===== config.mk =====
export PLATFORM = sky130hd
export DESIGN_NAME = audio_port_interrupt_ctrl
export DESIGN_NICKNAME = d
export VERILOG_FILES = /design/src/design/audio_port_irq_pkg.sv /design/src/design/pending_flag.sv /design/src/design/audio_port_interrupt_ctrl.sv
export SDC_FILE = /design/constraint.sdc
export NUM_CORES = 1
export LEC_CHECK = 0
export BUFFER_PORTS_ARGS = -buffer_cell sky130_fd_sc_hd__buf_2
export CELL_PAD_IN_SITES_DETAIL_PLACEMENT = 0
export CELL_PAD_IN_SITES_GLOBAL_PLACEMENT = 1
export CORE_UTILIZATION = 29
export CTS_BUF_LIST = sky130_fd_sc_hd__clkbuf_8
export DETAILED_ROUTE_END_ITERATION = 10
export PLACE_DENSITY = 0.95
export SETUP_SLACK_MARGIN = 0.4
export SYNTH_ARGS = -nofsm -noshare
export SYNTH_HDL_FRONTEND = slang
export SYNTH_SLANG_ARGS = --single-unit

===== constraint.sdc =====
create_clock -name clk -period 4.44 [get_ports clk]
set_input_delay 0.888 -clock clk [delete_from_list [all_inputs] [get_ports clk]]
set_output_delay 0.888 -clock clk [all_outputs]
set_load 0.005 [all_outputs]

===== src/design/audio_port_irq_pkg.sv =====
// Operation
// - No receive interrupt unless receive enable set
// - Overrun rising with error enable sets error pending
// - Writing 1 to receive clear clears pending
// - Writing 1 to receive-error clear clears pending
// - Writing 1 to transmit clear clears pending
// - Writing 1 to transmit-error clear clears pending
// - Writing 0 to clear bits changes nothing
// - Pending flags read-only, set only by hardware
// - Low byte: pending bits 7-4, enables 3-0
// - Bits 11-8 clear bits, bits 15-12 reserved
// - One interrupt request, chosen by enable bits
// - Almost-empty with transmit enable sets transmit pending
// - Underrun with error enable sets error pending
package audio_port_irq_pkg;

  // ==========================================================
  // Bus geometry
  localparam int unsigned ADDR_W  = 8;
  localparam int unsigned DATA_W  = 32;
  localparam int unsigned NUM_SRC = 4;

  // ==========================================================
  // Register byte offsets
  localparam logic [7:0] OFS_CTRL   = 8'h00;
  localparam logic [7:0] OFS_STATUS = 8'h04;
  localparam logic [7:0] OFS_ENABLE = 8'h08;
  localparam logic [7:0] OFS_CLEAR  = 8'h0C;

  // ==========================================================
  // Field positions in the status and control word
  localparam int unsigned EN_LSB   = 0;
  localparam int unsigned PEND_LSB = 4;
  localparam int unsigned CLR_LSB  = 8;
  localparam int unsigned RSV_LSB  = 12;

  // Source indices inside every four-bit field
  localparam int unsigned SRC_RX     = 0;
  localparam int unsigned SRC_RX_ERR = 1;
  localparam int unsigned SRC_TX     = 2;
  localparam int unsigned SRC_TX_ERR = 3;

  // ==========================================================
  // Reset values and trigger styles
  localparam logic [3:0] ENABLE_RST = 4'h0;
  localparam logic [3:0] EDGE_MASK  = 4'h2;

  // ==========================================================
  // Event sources from the audio datapath, same clock
  typedef struct packed {
    logic tx_underrun_flag;
    logic tx_almost_empty_flag;
    logic rx_overrun_flag;
    logic rx_warning_flag;
  } irq_src_t;

endpackage


===== src/design/pending_flag.sv =====
`timescale 1ns/1ps
`default_nettype none
module pending_flag #(
  parameter bit EDGE = 1'b0
) (
  input  wire logic clk,
  input  wire logic arst_n,
  input  wire logic cond,
  input  wire logic enable,
  input  wire logic clear,
  output logic      pending
);

  logic cond_q;
  logic hit;
  logic set;
  logic next_pending;

  // ==========================================================
  // Trigger: rising edge or level of the source
  assign hit          = EDGE ? (cond & ~cond_q) : cond;
  assign set          = enable & hit;
  // Set wins over a clear in the same cycle
  assign next_pending = set | (pending & ~clear);

  // Flag and edge history
  always_ff @(posedge clk or negedge arst_n) begin
    if (!arst_n) begin
      cond_q  <= 1'b0;
      pending <= 1'b0;
    end else begin
      cond_q  <= cond;
      pending <= next_pending;
    end
  end

endmodule // pending_flag
`default_nettype wire


===== src/design/audio_port_interrupt_ctrl.sv =====
`timescale 1ns/1ps
`default_nettype none
module audio_port_interrupt_ctrl (
  input  wire logic                     clk,
  input  wire logic                     arst_n,
  input  wire logic                     psel,
  input  wire logic                     penable,
  input  wire logic                     pwrite,
  input  wire logic [7:0]               paddr,
  input  wire logic [31:0]              pwdata,
  input  wire logic [3:0]               pstrb,
  output logic      [31:0]              prdata,
  output logic                          pready,
  output logic                          pslverr,
  input  wire logic                     audio_module_clock_on,
  input  wire audio_port_irq_pkg::irq_src_t source_flags,
  output logic                          audio_irq
);

  // ==========================================================
  // Address decode
  function automatic logic addr_is(input logic [7:0] a,
                                   input logic [7:0] ofs);
    addr_is = (a == ofs);
  endfunction

  logic        hit_ctrl;
  logic        hit_status;
  logic        hit_enable;
  logic        hit_clear;
  logic        hit_any;
  logic        setup_phase;
  logic        access_phase;
  logic        write_ok;
  logic        refuse;

  assign hit_ctrl     = addr_is(paddr, audio_port_irq_pkg::OFS_CTRL);
  assign hit_status   = addr_is(paddr, audio_port_irq_pkg::OFS_STATUS);
  assign hit_enable   = addr_is(paddr, audio_port_irq_pkg::OFS_ENABLE);
  assign hit_clear    = addr_is(paddr, audio_port_irq_pkg::OFS_CLEAR);
  assign hit_any      = hit_ctrl | hit_status | hit_enable | hit_clear;
  assign setup_phase  = psel & ~penable;
  assign access_phase = psel & penable;
  // Access with the module clock off is refused
  assign refuse       = ~hit_any | ~audio_module_clock_on;
  assign write_ok     = access_phase & pwrite & ~pslverr;
  assign pready       = 1'b1;

  // ==========================================================
  // Enable bits and clear pulses
  logic [3:0] int_enable;
  logic [3:0] next_enable;
  logic [3:0] pending;
  logic [3:0] clear_pulse;
  logic       en_from_ctrl;
  logic       en_from_reg;
  logic [3:0] clr_from_ctrl;
  logic [3:0] clr_from_reg;

  assign en_from_ctrl  = write_ok & hit_ctrl & pstrb[0];
  assign en_from_reg   = write_ok & hit_enable & pstrb[0];
  // Only ones in the clear field act; zeros are ignored
  assign clr_from_ctrl = (write_ok & hit_ctrl & pstrb[1]) ?
    pwdata[audio_port_irq_pkg::CLR_LSB +: 4] : 4'h0;
  assign clr_from_reg  = (write_ok & hit_clear & pstrb[0]) ?
    pwdata[3:0] : 4'h0;
  assign clear_pulse   = clr_from_ctrl | clr_from_reg;

  // Pending bits 7..4 of a write are dropped
  assign next_enable =
    en_from_ctrl ? pwdata[audio_port_irq_pkg::EN_LSB +: 4] :
    en_from_reg  ? pwdata[3:0] : int_enable;

  // Enable register
  always_ff @(posedge clk or negedge arst_n) begin
    if (!arst_n) begin
      int_enable <= audio_port_irq_pkg::ENABLE_RST;
    end else begin
      int_enable <= next_enable;
    end
  end

  // ==========================================================
  // One sticky pending flag per source
  logic [3:0] src_vec;

  assign src_vec = source_flags;

  generate
    for (genvar i = 0; i < 4; i++) begin : g_flag
      // Receive overrun counts on its rising edge
      pending_flag #(
        .EDGE (audio_port_irq_pkg::EDGE_MASK[i])
      ) u_flag (
        .clk     (clk),
        .arst_n  (arst_n),
        .cond    (src_vec[i]),
        .enable  (int_enable[i]),
        .clear   (clear_pulse[i]),
        .pending (pending[i])
      );
    end
  endgenerate

  // Single request line to the interrupt controller
  assign audio_irq = |pending;

  // ==========================================================
  // Read data and error, captured in the setup cycle
  logic [15:0] ctrl_word;
  logic [31:0] read_mux;

  // Reserved and clear bits read as zero
  assign ctrl_word = {4'h0, 4'h0, pending, int_enable};
  assign read_mux  =
    (refuse | pwrite) ? 32'h0000_0000 :
    hit_ctrl   ? {16'h0000, ctrl_word} :
    hit_status ? {28'h000_0000, pending} :
    hit_enable ? {28'h000_0000, int_enable} : 32'h0000_0000;

  // Bus answer registers
  always_ff @(posedge clk or negedge arst_n) begin
    if (!arst_n) begin
      prdata  <= 32'h0000_0000;
      pslverr <= 1'b0;
    end else if (setup_phase) begin
      prdata  <= read_mux;
      pslverr <= refuse;
    end
  end

  logic ctrl_setup_rd;
  assign ctrl_setup_rd = setup_phase & ~pwrite & hit_ctrl &
                         audio_module_clock_on;

  // ==========================================================
  // Bus side checks: aliases, lanes, refusals, held answers
  logic rd_setup;

  // Read setup cycle that the block will answer
  assign rd_setup = setup_phase & ~pwrite & audio_module_clock_on;
endmodule // audio_port_interrupt_ctrl
`default_nettype wire


==> results.yml <==
run_status:
  status: "completed"
die:
  placement_rows: 21
  initial_core_util_pct: 31.10
  core_area_um2: 3416
  die_area_um2: 3909
  io_pins: 89
  fp.dieW_um: 62.52
  fp.dieH_um: 62.52
sta:
  maxSlewHeadroom_pct: 48.56
  setup_slack_ps: 1909
  fin_setup_tns_ps: 0
  rsz0062_at_grt: "false"
  fin_crit_sh_pct: 57.00
  hold_violations: 0
  fin_crit_ps: 2531
  holdWs_ps: 472.4
  finClkSkew_ps: 2.880
  slew_viol_final: 0
  timing.fmax_mhz: 395.2
  setup_viol: 0
  worstMarginPinSlew_ps: 764.5
synth:
  synth_warnings: 0
  synthDistinctLibCells: 31
  avgSynthCellArea_um2: 10.02
  synth_edf_count: 0
  synthArstFlopShare_pct: 100.0
  synth_flop_cell: "dfrtp_1"
  yosysSeqAreaShare_pct: 42.40
  netlist_area_um2: 1062
  ys_ff_latch: 18
  synthCells: 106
critical_path:
  crit_path_max_fanout: 4
  cp.required_ps: 4580
  cp_data_arrival_time_ps: 2670
  end_kind: "register"
  crit_chain: "buf_2, or4_4, nor4_1, a221oi_1, a31o_2"
  worstSetupPathType: "input pin to register"
  critPathBufInv: 1
  critPathLaunchType: "input pin"
  slowest_delay_ps: 690
  crit_family: "simple AND/OR/NAND/NOR gates"
  crit_slowest_cell: "nor4_1"
pwr:
  leakagePower_nw: 0.6399
  ir_worst_vdd_mv: 0.1293
  power_density_nw_per_um2: 275.2
place:
  dpl.cell_count: 184
  place.gp.congestion: 0.8206
  post_dp_cell_area_um2: 1185
  hpwl_mm: 1.710
  dp_slack_ps: 1653
  port_buffers: 37
cts:
  root_buffer: "clkbuf_8"
  cts_tree: "done"
  cts-resized-gates: 0
  cts_hold_buf: 0
  cts_buffers: 3
  cts_setup_buffers: 0
  clk_pin_slew_ps: 70
  cts_buffer_depth: 2
  clock_sink_count: 18
  clk_latency_ps: 250
  htree_levels: 1
routing:
  ant_nets: 0
  wirelength_mm: 2.091
  drt_iter0_drc: 17
  drc_errors: 0
  via_per_inst: 4.282
  via_count: 805
  first_pass_iters: 4
  wire_per_inst_um: 11.12
grt:
  grt_pass1_wl_mm: 3.408
  grt_max_degree: 19
  grt_pass1_vias: 727
  grtUsageTotal_pct: 10.96
  grt_antenna_before_repair: 0
  gr-total-overflow: 0
job:
  drv_cap: 0
cells_and_area:
  post-route-cell-area_um2: 1240
  area_delta_synth_final_pct: 16.73
  final_common_cell: "buf_2"
  nets: 197
  stdcell_count: 188
  layout_common_cells: "37 x buf_2, 25 x conb_1, 18 x dfrtp_1, 11 x nand2_1"
  drive_above_1_share_pct: 35.21
  n_antenna_cell: 0
worst_hold_path:
  holdCritPathClass: "register to register"
==> sequential cells by signal, indices dropped and copies added (netlist names) <==
signal	cells
int_enable	4
pslverr	1
g_flag.u_flag.pending	4
prdata	8
g_flag.u_flag.cond_q	1
==> cells by family (layout without fill, tap and decap cells) <==
| logic type | Yosys count | in the layout | share of synthesized area [%] |
|---|---|---|---|
| multiplexers | 5 | 5 | 6.596 |
| other | 2 | 25 | 0.7070 |
| AND/OR/NAND/NOR | 33 | 33 | 17.79 |
| AO/OA/AOI/OAI | 18 | 18 | 12.37 |
| flip-flops | 18 | 18 | 42.40 |
| buffers and inverters | 30 | 43 | 20.14 |
==> cells in the mapped netlist (all sizes together) (2+ instances only) <==
cell    instances  share of area, %
nand2b          2               1.2
a21oi           3               1.4
conb            2              0.71
clkbuf          2              0.71
or4             3               2.8
a32o            3               2.8
buf            26                19
dfrtp          18                42
mux2            4               5.7
nor4            4               2.4
inv             2              0.71
nor2            2              0.71
nor2b           4               2.4
a22o            3               2.5
o21ai           4               1.9
nand2          11               3.9
==> where the power goes <==
group / switching (mW) / internal (mW) / total, mW
registers: 0.00530 / 0.169 / 0.174
clock network: 0.0510 / 0.0786 / 0.130
logic: 0.0208 / 0.0166 / 0.0373
total: 0.0771 / 0.264 / 0.341
==> worst register-to-register path: stages, from the launching register on <==
cell	delay, ps
dfrtp_1	390
nand4b_1	260
nor4_1	690
a221oi_1	180
a31o_2	260
==> metal layers <==
metal  track usage (%)  share of wire (%)  up-vias
met1             14.95                 45      360
li1                  -                  -      399
met3             2.920                9.0        0
met2             16.58                 46       46
met4             3.779                  0        0
met5                 0                  0        -
==> layout make-up <==
cell class | instances | area (um^2)
timing repair buffer | 37 | 185.2
inverter | 2 | 7.507
clock buffer | 4 | 55.05
fill | 375 | 2176
multi-input combinational | 81 | 484.2
sequential | 18 | 450.4
tap | 46 | 57.56
==> through the flow <==
step                total power [mW]  utilization (%)
floorplan                     0.2087                -
global placement              0.2138            34.69
detailed placement            0.2150            34.69
CTS                           0.3457            36.30
global route                  0.3584            36.30
finish                        0.3413            36.30
==> final timing paths <==
path	depth (start not counted)	slack, ps	startpoint	to
setup / recovery	5	1910	paddr[5]	g_flag[1].u_flag.pending
hold / removal	2	470	prdata[5]	prdata[5]
setup reg to reg	4	2560	pslverr	g_flag[1].u_flag.pending
hold reg to reg	2	470	prdata[5]	prdata[5]
max in group asynchronous	1	3600	arst_n	prdata[3]
min in group asynchronous	1	560	arst_n	g_flag[1].u_flag.cond_q
Note: power is estimated with default switching activity, not from simulation.
